## src/inc/sgpc_pkg.sv

```systemverilog
package sgpc_pkg;
  // Clock and output timing
  localparam int CLK_MHZ = 10;
  localparam int OUT_MIN_US = 100;
  localparam int OUT_MAX_US = 2900;
  localparam int OUT_DELAY_CYC = OUT_MIN_US * CLK_MHZ;
  localparam int OUT_MAX_CYC = OUT_MAX_US * CLK_MHZ;
  localparam int TICK_MS = 10;
  localparam int TICK_CYC = TICK_MS * 1000 * CLK_MHZ;
  localparam int CTL_REPEAT_MS = 1000;
  localparam int CTL_REPEAT_TICKS = CTL_REPEAT_MS / TICK_MS;

  // Packet shape
  localparam int SER_MAX_DATA = 7;
  localparam int CTL_DATA_LEN = 4;
  localparam logic [1:0] TYPE_MAIN = 2'h0;
  localparam logic [1:0] TYPE_AUX = 2'h1;
  localparam logic [1:0] TYPE_CTL = 2'h2;
  localparam logic [7:0] TRL_SUM_MASK = 8'h38;

  // Receive path sizing
  localparam int Q_DEPTH = 16;
  localparam int Q_STOP = 12;
  localparam int Q_RESUME = 4;
  localparam int HOLD_DEPTH = 3;
  localparam int NUM_TIMERS = 4;

  // Settings and non-volatile store
  localparam int NV_BLK_BYTES = 4;
  localparam logic [15:0] NV_BASE_A = 16'h8000;
  localparam logic [15:0] NV_BASE_B = 16'h8010;
  localparam logic [15:0] NV_LO = 16'h8000;
  localparam logic [15:0] NV_HI = 16'h9FFF;
  localparam logic [15:0] CRC_INIT = 16'hFFFF;
  localparam logic [15:0] CRC_POLY = 16'h1021;
  localparam logic [15:0] CTL_RST = 16'h0000;

  typedef struct packed {
    logic [7:0] service_identity_code;
    logic [7:0] destination_address_code;
  } sgpc_settings_s;

  typedef struct packed {
    logic valid;
    logic err;
    logic [7:0] data;
  } sgpc_rx_s;

  typedef enum logic [1:0] {PK_IDLE, PK_SER, PK_CTL, PK_TRL2} sgpc_pkt_e;
  typedef enum logic [1:0] {NV_RESTORE, NV_IDLE, NV_WRITE} sgpc_nv_e;

  function automatic logic [15:0] crc16(input logic [15:0] d);
    logic [15:0] c;
    logic fb;
    c = CRC_INIT;
    for (int i = 15; i >= 0; i--) begin
      fb = c[15] ^ d[i];
      c = {c[14:0], 1'b0} ^ (fb ? CRC_POLY : 16'h0000);
    end
    return c;
  endfunction

  localparam logic [15:0] CRC_DFLT = crc16(16'h0000);
endpackage

```

## src/verilog/sgpc_combiner.sv

```systemverilog
`timescale 1ns/100ps
module sgpc_combiner #(
  parameter int TICK_CYCLES = sgpc_pkg::TICK_CYC,
  parameter int Q_DEPTH = sgpc_pkg::Q_DEPTH
) (
  // Clock and reset
  input wire logic clk_sys_in,
  input wire logic rstn_in,
  // Coder link
  input wire logic strobe_in,
  output logic [7:0] out_byte_out,
  output logic out_load_out,
  // Transmitter control
  input wire logic [15:0] transmitter_control_word_in,
  // Serial receivers, index 0 main, 1 auxiliary
  input wire sgpc_pkg::sgpc_rx_s [1:0] rx_in,
  output wire logic [1:0] rx_ready_out,
  output wire logic [1:0] q_overflow_out,
  // Soft timers
  input wire logic [sgpc_pkg::NUM_TIMERS-1:0] timer_clear_in,
  input wire logic [1:0] timer_sel_in,
  output logic [15:0] timer_value_out,
  // Settings
  input wire logic program_key_in,
  input wire logic settings_wr_in,
  input wire sgpc_pkg::sgpc_settings_s settings_in,
  output sgpc_pkg::sgpc_settings_s settings_out,
  output logic wdog_reset_out,
  // Non-volatile memory
  output logic [15:0] nv_addr_out,
  output logic [7:0] nv_wdata_out,
  output logic nv_we_out,
  output logic nv_re_out,
  input wire logic [7:0] nv_rdata_in
);
  localparam int QPW = $clog2(Q_DEPTH);
  localparam int QCW = $clog2(Q_DEPTH + 1);
  localparam int TW = $clog2(TICK_CYCLES);
  localparam int DLY_W = $clog2(sgpc_pkg::OUT_DELAY_CYC + 1);
  localparam int AST_DLY = sgpc_pkg::OUT_DELAY_CYC + 1;

  // Reset release
  logic [1:0] rst_sync_reg;
  logic rstn;
  always_ff @(posedge clk_sys_in or negedge rstn_in) begin
    if (!rstn_in) rst_sync_reg <= 2'h0;
    else rst_sync_reg <= {rst_sync_reg[0], 1'b1};
  end
  assign rstn = rst_sync_reg[1];

  // Tick source
  logic [TW-1:0] tick_cnt_reg;
  logic strobe_pend_reg, tick_pend_reg;
  wire tick_wrap = tick_cnt_reg == TW'(TICK_CYCLES - 1);
  always_ff @(posedge clk_sys_in or negedge rstn) begin
    if (!rstn) tick_cnt_reg <= '0;
    else tick_cnt_reg <= tick_wrap ? '0 : tick_cnt_reg + TW'(1);
  end

  // Event arbitration, strictly one grant per cycle
  wire [1:0] hold_rdy;
  wire [1:0] g_rx;
  wire g_strobe = strobe_pend_reg;
  wire g_tick = tick_pend_reg & ~strobe_pend_reg;
  assign g_rx[0] = hold_rdy[0] & ~strobe_pend_reg & ~tick_pend_reg;
  assign g_rx[1] = hold_rdy[1] & ~strobe_pend_reg & ~tick_pend_reg & ~hold_rdy[0];
  always_ff @(posedge clk_sys_in or negedge rstn) begin
    if (!rstn) begin
      strobe_pend_reg <= 1'b0;
      tick_pend_reg <= 1'b0;
    end else begin
      // New event beats its own service clear
      strobe_pend_reg <= strobe_in | (strobe_pend_reg & ~g_strobe);
      tick_pend_reg <= tick_wrap | (tick_pend_reg & ~g_tick);
    end
  end

  // Receive holding stage and queues
  wire [1:0][QCW-1:0] q_cnt_w;
  wire [1:0][7:0] q_head;
  wire [1:0] q_pop;
  for (genvar ch = 0; ch < 2; ch++) begin : g_ch
    logic [8:0] hold_mem [sgpc_pkg::HOLD_DEPTH];
    logic [1:0] hold_cnt_reg;
    logic [7:0] q_mem [Q_DEPTH];
    logic [QPW-1:0] wr_ptr_reg, rd_ptr_reg;
    logic [QCW-1:0] cnt_reg;
    logic ovf_reg, rdy_reg;
    wire hold_full = hold_cnt_reg == 2'(sgpc_pkg::HOLD_DEPTH);
    wire pop_h = g_rx[ch];
    wire head_err = hold_mem[0][8];
    wire q_full = cnt_reg == QCW'(Q_DEPTH);
    wire q_push = pop_h & ~head_err & ~q_full;
    wire q_ovf = pop_h & ~head_err & q_full;
    wire h_push = rx_in[ch].valid & (~hold_full | pop_h);
    wire h_lost = rx_in[ch].valid & hold_full & ~pop_h;
    wire [1:0] wr_slot = hold_cnt_reg - {1'b0, pop_h};
    always_ff @(posedge clk_sys_in) begin
      for (int i = 0; i < sgpc_pkg::HOLD_DEPTH - 1; i++) begin
        if (pop_h) hold_mem[i] <= hold_mem[i + 1];
      end
      if (h_push) hold_mem[wr_slot] <= {rx_in[ch].err, rx_in[ch].data};
      if (q_push) q_mem[wr_ptr_reg] <= hold_mem[0][7:0];
    end
    always_ff @(posedge clk_sys_in or negedge rstn) begin
      if (!rstn) begin
        hold_cnt_reg <= 2'h0;
        wr_ptr_reg <= '0;
        rd_ptr_reg <= '0;
        cnt_reg <= '0;
        ovf_reg <= 1'b0;
        rdy_reg <= 1'b1;
      end else begin
        hold_cnt_reg <= wr_slot + {1'b0, h_push};
        if (q_push) wr_ptr_reg <= wr_ptr_reg + QPW'(1);
        if (q_pop[ch]) rd_ptr_reg <= rd_ptr_reg + QPW'(1);
        // Push and pop never share a cycle: both are granted events
        if (q_push) cnt_reg <= cnt_reg + QCW'(1);
        else if (q_pop[ch]) cnt_reg <= cnt_reg - QCW'(1);
        ovf_reg <= ovf_reg | q_ovf | h_lost;
        // Hysteresis keeps the handshake from chattering
        if (cnt_reg >= QCW'(sgpc_pkg::Q_STOP)) rdy_reg <= 1'b0;
        else if (cnt_reg <= QCW'(sgpc_pkg::Q_RESUME)) rdy_reg <= 1'b1;
      end
    end
    assign hold_rdy[ch] = hold_cnt_reg != 2'h0;
    assign q_cnt_w[ch] = cnt_reg;
    assign q_head[ch] = q_mem[rd_ptr_reg];
    assign rx_ready_out[ch] = rdy_reg;
    assign q_overflow_out[ch] = ovf_reg;
  end

  // Soft timers
  wire [sgpc_pkg::NUM_TIMERS-1:0][15:0] timer_w;
  wire ctl_start;
  for (genvar t = 0; t < sgpc_pkg::NUM_TIMERS; t++) begin : g_tm
    logic [15:0] cnt_reg;
    wire clr = timer_clear_in[t] | ((t == 0) & ctl_start);
    always_ff @(posedge clk_sys_in or negedge rstn) begin
      if (!rstn) cnt_reg <= 16'h0000;
      else if (clr) cnt_reg <= 16'h0000;
      else if (g_tick) cnt_reg <= cnt_reg + 16'h0001;
    end
    assign timer_w[t] = cnt_reg;
  end
  always_ff @(posedge clk_sys_in or negedge rstn) begin
    if (!rstn) timer_value_out <= 16'h0000;
    else timer_value_out <= timer_w[timer_sel_in];
  end

  // Packet scheduling
  sgpc_pkg::sgpc_pkt_e pk_state_reg;
  sgpc_pkg::sgpc_settings_s set_reg;
  logic [1:0] pk_type_reg;
  logic [2:0] pk_len_reg;
  logic [15:0] pk_sum_reg, last_ctl_reg;
  logic pk_src_reg;
  wire st_idle = pk_state_reg == sgpc_pkg::PK_IDLE;
  wire st_ser = pk_state_reg == sgpc_pkg::PK_SER;
  wire st_ctl = pk_state_reg == sgpc_pkg::PK_CTL;
  wire st_trl2 = pk_state_reg == sgpc_pkg::PK_TRL2;
  wire ctl_changed = transmitter_control_word_in != last_ctl_reg;
  wire ctl_timed = timer_w[0] >= 16'(sgpc_pkg::CTL_REPEAT_TICKS);
  wire ctl_due = ctl_changed | ctl_timed;
  wire main_avail = q_cnt_w[0] != '0;
  wire aux_avail = q_cnt_w[1] != '0;
  wire aux_first = (q_cnt_w[1] > QCW'(sgpc_pkg::SER_MAX_DATA)) &
                   (q_cnt_w[0] < QCW'(sgpc_pkg::SER_MAX_DATA));
  wire pick_aux = aux_avail & (aux_first | ~main_avail);
  wire start_ctl = ctl_due | (~main_avail & ~aux_avail);
  wire ser_end = ctl_changed | (q_cnt_w[pk_src_reg] == '0) |
                 (pk_len_reg == 3'(sgpc_pkg::SER_MAX_DATA));
  wire ctl_full = pk_len_reg == 3'(sgpc_pkg::CTL_DATA_LEN);
  wire trl_now = (st_ser & ser_end) | (st_ctl & ctl_full);
  wire [7:0] comp = {pk_type_reg, 3'h0, pk_len_reg};
  wire [15:0] tsum = pk_sum_reg + {8'h00, comp};
  wire [7:0] trl1 = comp | (tsum[15:8] & sgpc_pkg::TRL_SUM_MASK);
  wire [7:0] ctl_byte = (pk_len_reg == 3'h1) ? set_reg.destination_address_code :
                        (pk_len_reg == 3'h2) ? last_ctl_reg[15:8] : last_ctl_reg[7:0];
  wire pop_src = st_idle ? pick_aux : pk_src_reg;
  wire ser_emit = g_strobe & ((st_idle & ~start_ctl) | (st_ser & ~ser_end));
  assign q_pop[0] = ser_emit & ~pop_src;
  assign q_pop[1] = ser_emit & pop_src;
  assign ctl_start = g_strobe & st_idle & start_ctl;
  wire [7:0] next_byte = st_trl2 ? tsum[7:0] :
                         trl_now ? trl1 :
                         (st_idle & start_ctl) ? set_reg.service_identity_code :
                         st_ctl ? ctl_byte : q_head[pop_src];

  always_ff @(posedge clk_sys_in or negedge rstn) begin
    if (!rstn) begin
      pk_state_reg <= sgpc_pkg::PK_IDLE;
      pk_type_reg <= sgpc_pkg::TYPE_MAIN;
      pk_len_reg <= 3'h0;
      pk_sum_reg <= 16'h0000;
      pk_src_reg <= 1'b0;
      last_ctl_reg <= sgpc_pkg::CTL_RST;
    end else if (g_strobe) begin
      unique case (pk_state_reg)
        sgpc_pkg::PK_IDLE: begin
          pk_len_reg <= 3'h1;
          pk_sum_reg <= {8'h00, next_byte};
          if (start_ctl) begin
            pk_state_reg <= sgpc_pkg::PK_CTL;
            pk_type_reg <= sgpc_pkg::TYPE_CTL;
            last_ctl_reg <= transmitter_control_word_in;
          end else begin
            pk_state_reg <= sgpc_pkg::PK_SER;
            pk_type_reg <= pick_aux ? sgpc_pkg::TYPE_AUX : sgpc_pkg::TYPE_MAIN;
            pk_src_reg <= pick_aux;
          end
        end
        sgpc_pkg::PK_SER, sgpc_pkg::PK_CTL: begin
          if (trl_now) begin
            pk_state_reg <= sgpc_pkg::PK_TRL2;
          end else begin
            pk_len_reg <= pk_len_reg + 3'h1;
            pk_sum_reg <= pk_sum_reg + {8'h00, next_byte};
          end
        end
        sgpc_pkg::PK_TRL2: pk_state_reg <= sgpc_pkg::PK_IDLE;
      endcase
    end
  end

  // Output byte, held back for the coder's minimum settling time
  logic [DLY_W-1:0] dly_reg;
  logic [7:0] stage_reg, out_byte_reg;
  logic out_load_reg;
  always_ff @(posedge clk_sys_in or negedge rstn) begin
    if (!rstn) begin
      dly_reg <= '0;
      stage_reg <= 8'h00;
      out_byte_reg <= 8'h00;
      out_load_reg <= 1'b0;
    end else begin
      out_load_reg <= 1'b0;
      if (g_strobe) begin
        stage_reg <= next_byte;
        dly_reg <= DLY_W'(sgpc_pkg::OUT_DELAY_CYC);
      end else if (dly_reg != '0) begin
        dly_reg <= dly_reg - DLY_W'(1);
        if (dly_reg == DLY_W'(1)) begin
          out_byte_reg <= stage_reg;
          out_load_reg <= 1'b1;
        end
      end
    end
  end
  assign out_byte_out = out_byte_reg;
  assign out_load_out = out_load_reg;

  // Settings, CRC and non-volatile copies
  sgpc_pkg::sgpc_nv_e nv_state_reg;
  logic [2:0] nv_idx_reg;
  logic nv_copy_reg, wdog_reg;
  logic [15:0] crc_reg;
  logic [31:0] rd_buf_reg;
  wire [15:0] nv_base = nv_copy_reg ? sgpc_pkg::NV_BASE_B : sgpc_pkg::NV_BASE_A;
  wire [31:0] wr_blk = {set_reg, crc_reg};
  wire rd_ok = sgpc_pkg::crc16(rd_buf_reg[31:16]) == rd_buf_reg[15:0];
  wire crc_bad = sgpc_pkg::crc16(set_reg) != crc_reg;
  wire nv_in_range = (nv_addr_out >= sgpc_pkg::NV_LO) & (nv_addr_out <= sgpc_pkg::NV_HI);
  wire nv_last = nv_idx_reg == 3'(sgpc_pkg::NV_BLK_BYTES - 1);
  wire nv_rd_done = nv_idx_reg == 3'(sgpc_pkg::NV_BLK_BYTES + 1);
  assign nv_addr_out = nv_base + {13'h0000, nv_idx_reg};
  assign nv_wdata_out = wr_blk[{~nv_idx_reg[1:0], 3'h0} +: 8];
  assign nv_we_out = (nv_state_reg == sgpc_pkg::NV_WRITE) & program_key_in & nv_in_range;
  assign nv_re_out = (nv_state_reg == sgpc_pkg::NV_RESTORE) &
                     (nv_idx_reg < 3'(sgpc_pkg::NV_BLK_BYTES));
  always_ff @(posedge clk_sys_in or negedge rstn) begin
    if (!rstn) begin
      nv_state_reg <= sgpc_pkg::NV_RESTORE;
      nv_idx_reg <= 3'h0;
      nv_copy_reg <= 1'b0;
      rd_buf_reg <= 32'h0000_0000;
      set_reg <= 16'h0000;
      crc_reg <= sgpc_pkg::CRC_DFLT;
    end else begin
      unique case (nv_state_reg)
        sgpc_pkg::NV_RESTORE: begin
          if (nv_rd_done) begin
            if (rd_ok) begin
              set_reg <= rd_buf_reg[31:16];
              crc_reg <= rd_buf_reg[15:0];
              nv_state_reg <= sgpc_pkg::NV_IDLE;
            end else if (!nv_copy_reg) begin
              nv_copy_reg <= 1'b1;
              nv_idx_reg <= 3'h0;
            end else begin
              nv_state_reg <= sgpc_pkg::NV_IDLE;
            end
          end else begin
            nv_idx_reg <= nv_idx_reg + 3'h1;
            if (nv_idx_reg != 3'h0) rd_buf_reg <= {rd_buf_reg[23:0], nv_rdata_in};
          end
        end
        sgpc_pkg::NV_IDLE: begin
          if (settings_wr_in && program_key_in) begin
            set_reg <= settings_in;
            crc_reg <= sgpc_pkg::crc16(settings_in);
            nv_state_reg <= sgpc_pkg::NV_WRITE;
            nv_idx_reg <= 3'h0;
            nv_copy_reg <= 1'b0;
          end
        end
        sgpc_pkg::NV_WRITE: begin
          if (!nv_last) begin
            nv_idx_reg <= nv_idx_reg + 3'h1;
          end else begin
            nv_idx_reg <= 3'h0;
            nv_copy_reg <= ~nv_copy_reg;
            if (nv_copy_reg) nv_state_reg <= sgpc_pkg::NV_IDLE;
          end
        end
        default: nv_state_reg <= sgpc_pkg::NV_IDLE;
      endcase
    end
  end
  // Corruption can only come from upsets, so the request is sticky
  always_ff @(posedge clk_sys_in or negedge rstn) begin
    if (!rstn) wdog_reg <= 1'b0;
    else wdog_reg <= wdog_reg | ((nv_state_reg == sgpc_pkg::NV_IDLE) & crc_bad);
  end
  assign wdog_reset_out = wdog_reg;
  assign settings_out = set_reg;

  // Checks
  logic [15:0] ast_since_reg;
  always_ff @(posedge clk_sys_in or negedge rstn) begin
    if (!rstn) ast_since_reg <= 16'h0000;
    else if (g_strobe) ast_since_reg <= 16'h0001;
    else if (ast_since_reg != 16'hFFFF) ast_since_reg <= ast_since_reg + 16'h0001;
  end

  AST_OUT_TIME: assert property (@(posedge clk_sys_in) disable iff (!rstn)
    out_load_out |-> ast_since_reg == 16'(AST_DLY))
    else $error("Output byte not presented at the set delay");
  AST_SER_LEN: assert property (@(posedge clk_sys_in) disable iff (!rstn)
    st_ser |-> pk_len_reg <= 3'(sgpc_pkg::SER_MAX_DATA) && pk_len_reg != 3'h0)
    else $error("Serial packet length out of range");
  AST_TRL_END: assert property (@(posedge clk_sys_in) disable iff (!rstn)
    g_strobe && trl_now |=> st_trl2 ##1 (!g_strobe && st_trl2)[*1] or st_idle)
    else $error("Trailer not followed by packet end");
  AST_CTL_FOUR: assert property (@(posedge clk_sys_in) disable iff (!rstn)
    g_strobe && st_ctl && ctl_full |=> st_trl2 && pk_type_reg == sgpc_pkg::TYPE_CTL)
    else $error("Control packet not four data bytes");
  AST_CTL_CUT: assert property (@(posedge clk_sys_in) disable iff (!rstn)
    g_strobe && st_ser && ctl_changed |=> st_trl2)
    else $error("Serial packet not cut on control change");
  AST_IDLE_FILL: assert property (@(posedge clk_sys_in) disable iff (!rstn)
    g_strobe && st_idle && !main_avail && !aux_avail |=> st_ctl)
    else $error("Idle stream not filled with control packet");
  AST_ONE_EVENT: assert property (@(posedge clk_sys_in) disable iff (!rstn)
    $onehot0({g_strobe, g_tick, g_rx}))
    else $error("More than one event serviced");
  AST_ERR_DROP: assert property (@(posedge clk_sys_in) disable iff (!rstn)
    g_rx[0] && g_ch[0].head_err |=> q_cnt_w[0] == $past(q_cnt_w[0]))
    else $error("Bad character reached the queue");
  AST_AUX_PREF: assert property (@(posedge clk_sys_in) disable iff (!rstn)
    g_strobe && st_idle && !ctl_due && aux_first |=> st_ser && pk_src_reg)
    else $error("Auxiliary queue not preferred");
  AST_NV_KEY: assert property (@(posedge clk_sys_in) disable iff (!rstn)
    nv_we_out |-> program_key_in && nv_addr_out <= sgpc_pkg::NV_HI)
    else $error("NV write without program key");
  AST_TICK: assert property (@(posedge clk_sys_in) disable iff (!rstn)
    g_tick && !timer_clear_in[1] |=> timer_w[1] == $past(timer_w[1]) + 16'h0001)
    else $error("Soft timer missed a tick");

  COV_CUT: cover property (@(posedge clk_sys_in) disable iff (!rstn)
    g_strobe && st_ser && ctl_changed);
  COV_AUX: cover property (@(posedge clk_sys_in) disable iff (!rstn)
    g_strobe && st_idle && !start_ctl && pick_aux);
  COV_OVF: cover property (@(posedge clk_sys_in) disable iff (!rstn)
    g_rx[0] && g_ch[0].q_ovf);
  COV_COPY_B: cover property (@(posedge clk_sys_in) disable iff (!rstn)
    nv_state_reg == sgpc_pkg::NV_RESTORE && nv_rd_done && nv_copy_reg && rd_ok);
endmodule

```

## config.mk

```make
export PLATFORM = sky130hd
export DESIGN_NAME = sgpc_combiner
export DESIGN_NICKNAME = d
export VERILOG_FILES = /design/src/inc/sgpc_pkg.sv /design/src/verilog/sgpc_combiner.sv
export SDC_FILE = /design/constraint.sdc
export NUM_CORES = 1
export LEC_CHECK = 0
export BUFFER_PORTS_ARGS = -buffer_cell sky130_fd_sc_hd__buf_2
export CORE_MARGIN = 2
export CORE_UTILIZATION = 45
export DETAILED_ROUTE_END_ITERATION = 10
export SLEW_MARGIN = 20
export SYNTH_ARGS = -nofsm -noshare
export SYNTH_HDL_FRONTEND = slang
export SYNTH_SLANG_ARGS = --single-unit
```

## constraint.sdc

```tcl
create_clock -name clk_sys_in -period 7.55 [get_ports clk_sys_in]
set_input_delay 0.3775 -clock clk_sys_in [delete_from_list [all_inputs] [get_ports clk_sys_in]]
set_output_delay 0.3775 -clock clk_sys_in [all_outputs]
set_load 0.02 [all_outputs]
```

==> flow_summary.yaml <==
floorplan:
  io_pins: 143
  rows: 91
  die_y_microns: 252.9
  die_area_sq_mm: 0.06393
  die_x_microns: 252.9
  design.core.area_sq_mm: 0.06148
  initial_core_util: 0.4532
drt:
  drt-initial-drc-count: 1229
  avgViaCountPerCell: 5.496
  remaining_drc_errors: 0
  route.vias.total: 16730
  wirelength_microns: 63390
  postRouteAntennaNets: 0
  wl_per_cell_microns: 20.83
  first_pass_iters: 5
worst_hold_path:
  hold_path.class: "in2reg"
grt:
  met3_usage: 0.03032
  grt_pass1_wl_microns: 99830
  met1_usage: 0.2749
  antenna_found_initial: 3
  grt_max_degree: 147
  grt-ovfl-total: 0
  grt_pass1_vias: 17230
  grt-busiest-layer: "met2"
  grtUsageTotal: 0.2027
  use_met2: 0.3338
cts:
  insertion_delay_ns: 0.61
  cts_buffer_depth: 3
  numClockSinks: 581
  cts_resized: 0
  cts_buffers: 66
  htreeDepth: 3
  cts-root-buf: "clkbuf_16"
  cts_tree: "built"
  path_clk_slew_ns: 0.06
setup_path:
  regToRegSetupSlack_ns: 2.59
  worstPathRequired_ns: 7.99
  cp-end-kind: "flip-flop"
  critPathMaxFanout: 27
  critPathLaunchType: "flip-flop"
  crit_type: "reg2reg"
  crit_arrival_ns: 5.40
power_and_ir_drop:
  peakVddDrop_v: 0.0002420
  powerDensity_mw_per_mm2: 387.1
  p_total_uw: 12260
  p_leak_uw: 0.01223
yosys:
  syn_inst: 2046
  yosys.cell_count.top_type: "edfxtp_1"
  yosysTopAreaCellShare: 0.3341
  ys_types: 81
  async_flop_share: 0.4664
  synthTopCellsByCount: "edfxtp_1 (310), dfrtp_1 (261), nor2_1 (145)"
  yosysSeqAreaShare: 0.5779
  ys_warn_count: 0
  ys_seq_elements: 581
  yosys-top-cells-area: "edfxtp_1 (33%), dfrtp_1 (23%), mux4_2 (6.4%), mux2_2 (4.9%), xnor2_1 (4.4%)"
  yosysTopAreaCell: "edfxtp_1"
  yosys_most_used_dff: "edfxtp_1"
  synth-edff-count: 310
  post_synth.cell_area_avg_sq_um: 13.62
  synth_area_sq_mm: 0.02787
layout:
  finalCoreUtilization: 0.5151
  fin_cells: 3043
  largest_reg_flops: 256
  finalNetCount: 2339
  area_growth_pct: 13.66
  drive_gt1_frac: 0.2265
sta:
  finalHoldViolCount: 0
  clock-skew-final_ns: 0.02464
  worst_pin_slew_ns: 1.114
  drv_slew: 0
  slew_headroom: 0.2563
  fin_tns_setup_ns: 0
  setup_viol: 0
  fin_crit_sh: 0.6565
  rsz0062_at_grt: "no"
  max_freq_ghz: 0.2017
  period_minus_slack_ns: 4.957
outcome:
  outcome: "completed"
place:
  dp_cells: 2897
  place_hpwl_microns: 43810
  gp_congestion: 0.8347
  io_buffers: 130
job:
  cap_violations: 0
==> stage by stage <==
stage	instance area, sq um	worst slack, ns	hold WS, ns
3_5_place_dp	29300	2.603	0.1662
6_report	31670	2.593	0.03605
4_1_cts	31670	2.566	0.008469
2_1_floorplan	27910	3.117	0.08191
5_1_grt	31670	2.315	0.02290
3_3_place_gp	29290	2.703	0.1627
==> per-layer routing <==
layer | vias to the layer above | routed length [microns]
li1 | 7815 | -
met1 | 8427 | 27960
met2 | 379 | 30870
met3 | 104 | 2738
met4 | 0 | 1817
met5 | - | 0
==> path summary, 6_finish.rpt <==
path,from,end,cells past startpoint
max,g_ch[1].rd_ptr_reg[0],pk_sum_reg[9],16
min,nv_rdata_in[4],rd_buf_reg[4],2
max reg2reg,g_ch[1].rd_ptr_reg[0],pk_sum_reg[9],16
min reg2reg,rst_sync_reg[0],rst_sync_reg[1],0
max in group asynchronous,rst_sync_reg[1],dly_reg[0],1
min in group asynchronous,rstn_in,rst_sync_reg[1],2
==> worst max-delay path, stage by stage, from the launching register on <==
cell,delay [ns]
dfrtp_2,0.91
buf_4,0.48
mux4_2,0.56
mux4_2,0.52
a21oi_1,0.17
a211oi_1,0.10
o21ai_0,0.43
nand2_1,0.10
ha_1,0.34
nand2_1,0.08
a21oi_1,0.05
o21a_1,0.19
o21a_1,0.18
o21a_1,0.22
o211ai_1,0.20
xor2_1,0.17
nor2_1,0.05
==> final cells by class <==
type                            count  area (sq um)
Antenna cell                        1         2.502
Multi-Input combinational cell   1312         11140
Sequential cell                   581         16110
Tap cell                          790         988.4
Clock inverter                     26         295.3
Fill cell                        5226         29810
Timing Repair Buffer              180          1106
Inverter                           61         229.0
Clock buffer                       92          1799
==> repair_timing <==
item | in CTS | in global routing
buffers inserted | 0 | 0
endpoints found under the hold margin | 28 | 0
hold buffers | 27 | 0
==> where the power goes <==
| group | internal (uW) | total, uW | switching (uW) |
|---|---|---|---|
| registers | 4150 | 4960 | 808 |
| logic | 1980 | 4190 | 2210 |
| clock network | 1840 | 3110 | 1270 |
| total | 7970 | 12300 | 4290 |
==> kinds of logic (layout without fill, tap and decap cells) <==
family          Yosys count  in the layout  share of synthesized area
compound gates          236            236                    0.05716
xor+xnor                238            238                    0.07884
fa+ha+maj                66             66                    0.03071
buf+inv                 164            359                    0.02609
flops                   581            581                     0.5779
mux                     277            277                     0.1449
other cells               2             14                  0.0002695
simple gates            482            482                    0.08414
==> cells in the final DEF (no fill, tap or decap), types with 7 or more instances in the layout <==
cell type / count
o21ai_0: 42
and2_1: 10
nand2b_1: 11
nand3_1: 48
o211ai_1: 13
dfstp_2: 10
dfrtp_1: 258
xor2_1: 90
clkbuf_16: 66
mux2_2: 122
clkbuf_1: 21
mux4_2: 79
o22ai_1: 7
o221ai_1: 11
nand2_1: 112
or3_1: 13
a22oi_1: 12
xnor2_1: 140
clkinv_1: 10
inv_1: 59
mux2i_1: 51
mux2_4: 25
nand4_1: 22
conb_1: 13
a211oi_1: 13
a21oi_1: 64
ha_1: 61
and3_1: 27
edfxtp_1: 310
nor2_1: 144
nor2b_1: 15
nor4_1: 12
buf_2: 130
dlygate4sd3_1: 27
or2_2: 7
a21o_1: 13
buf_4: 22
nor3_1: 27
No activity file was read; power rests on OpenSTA's default activity.
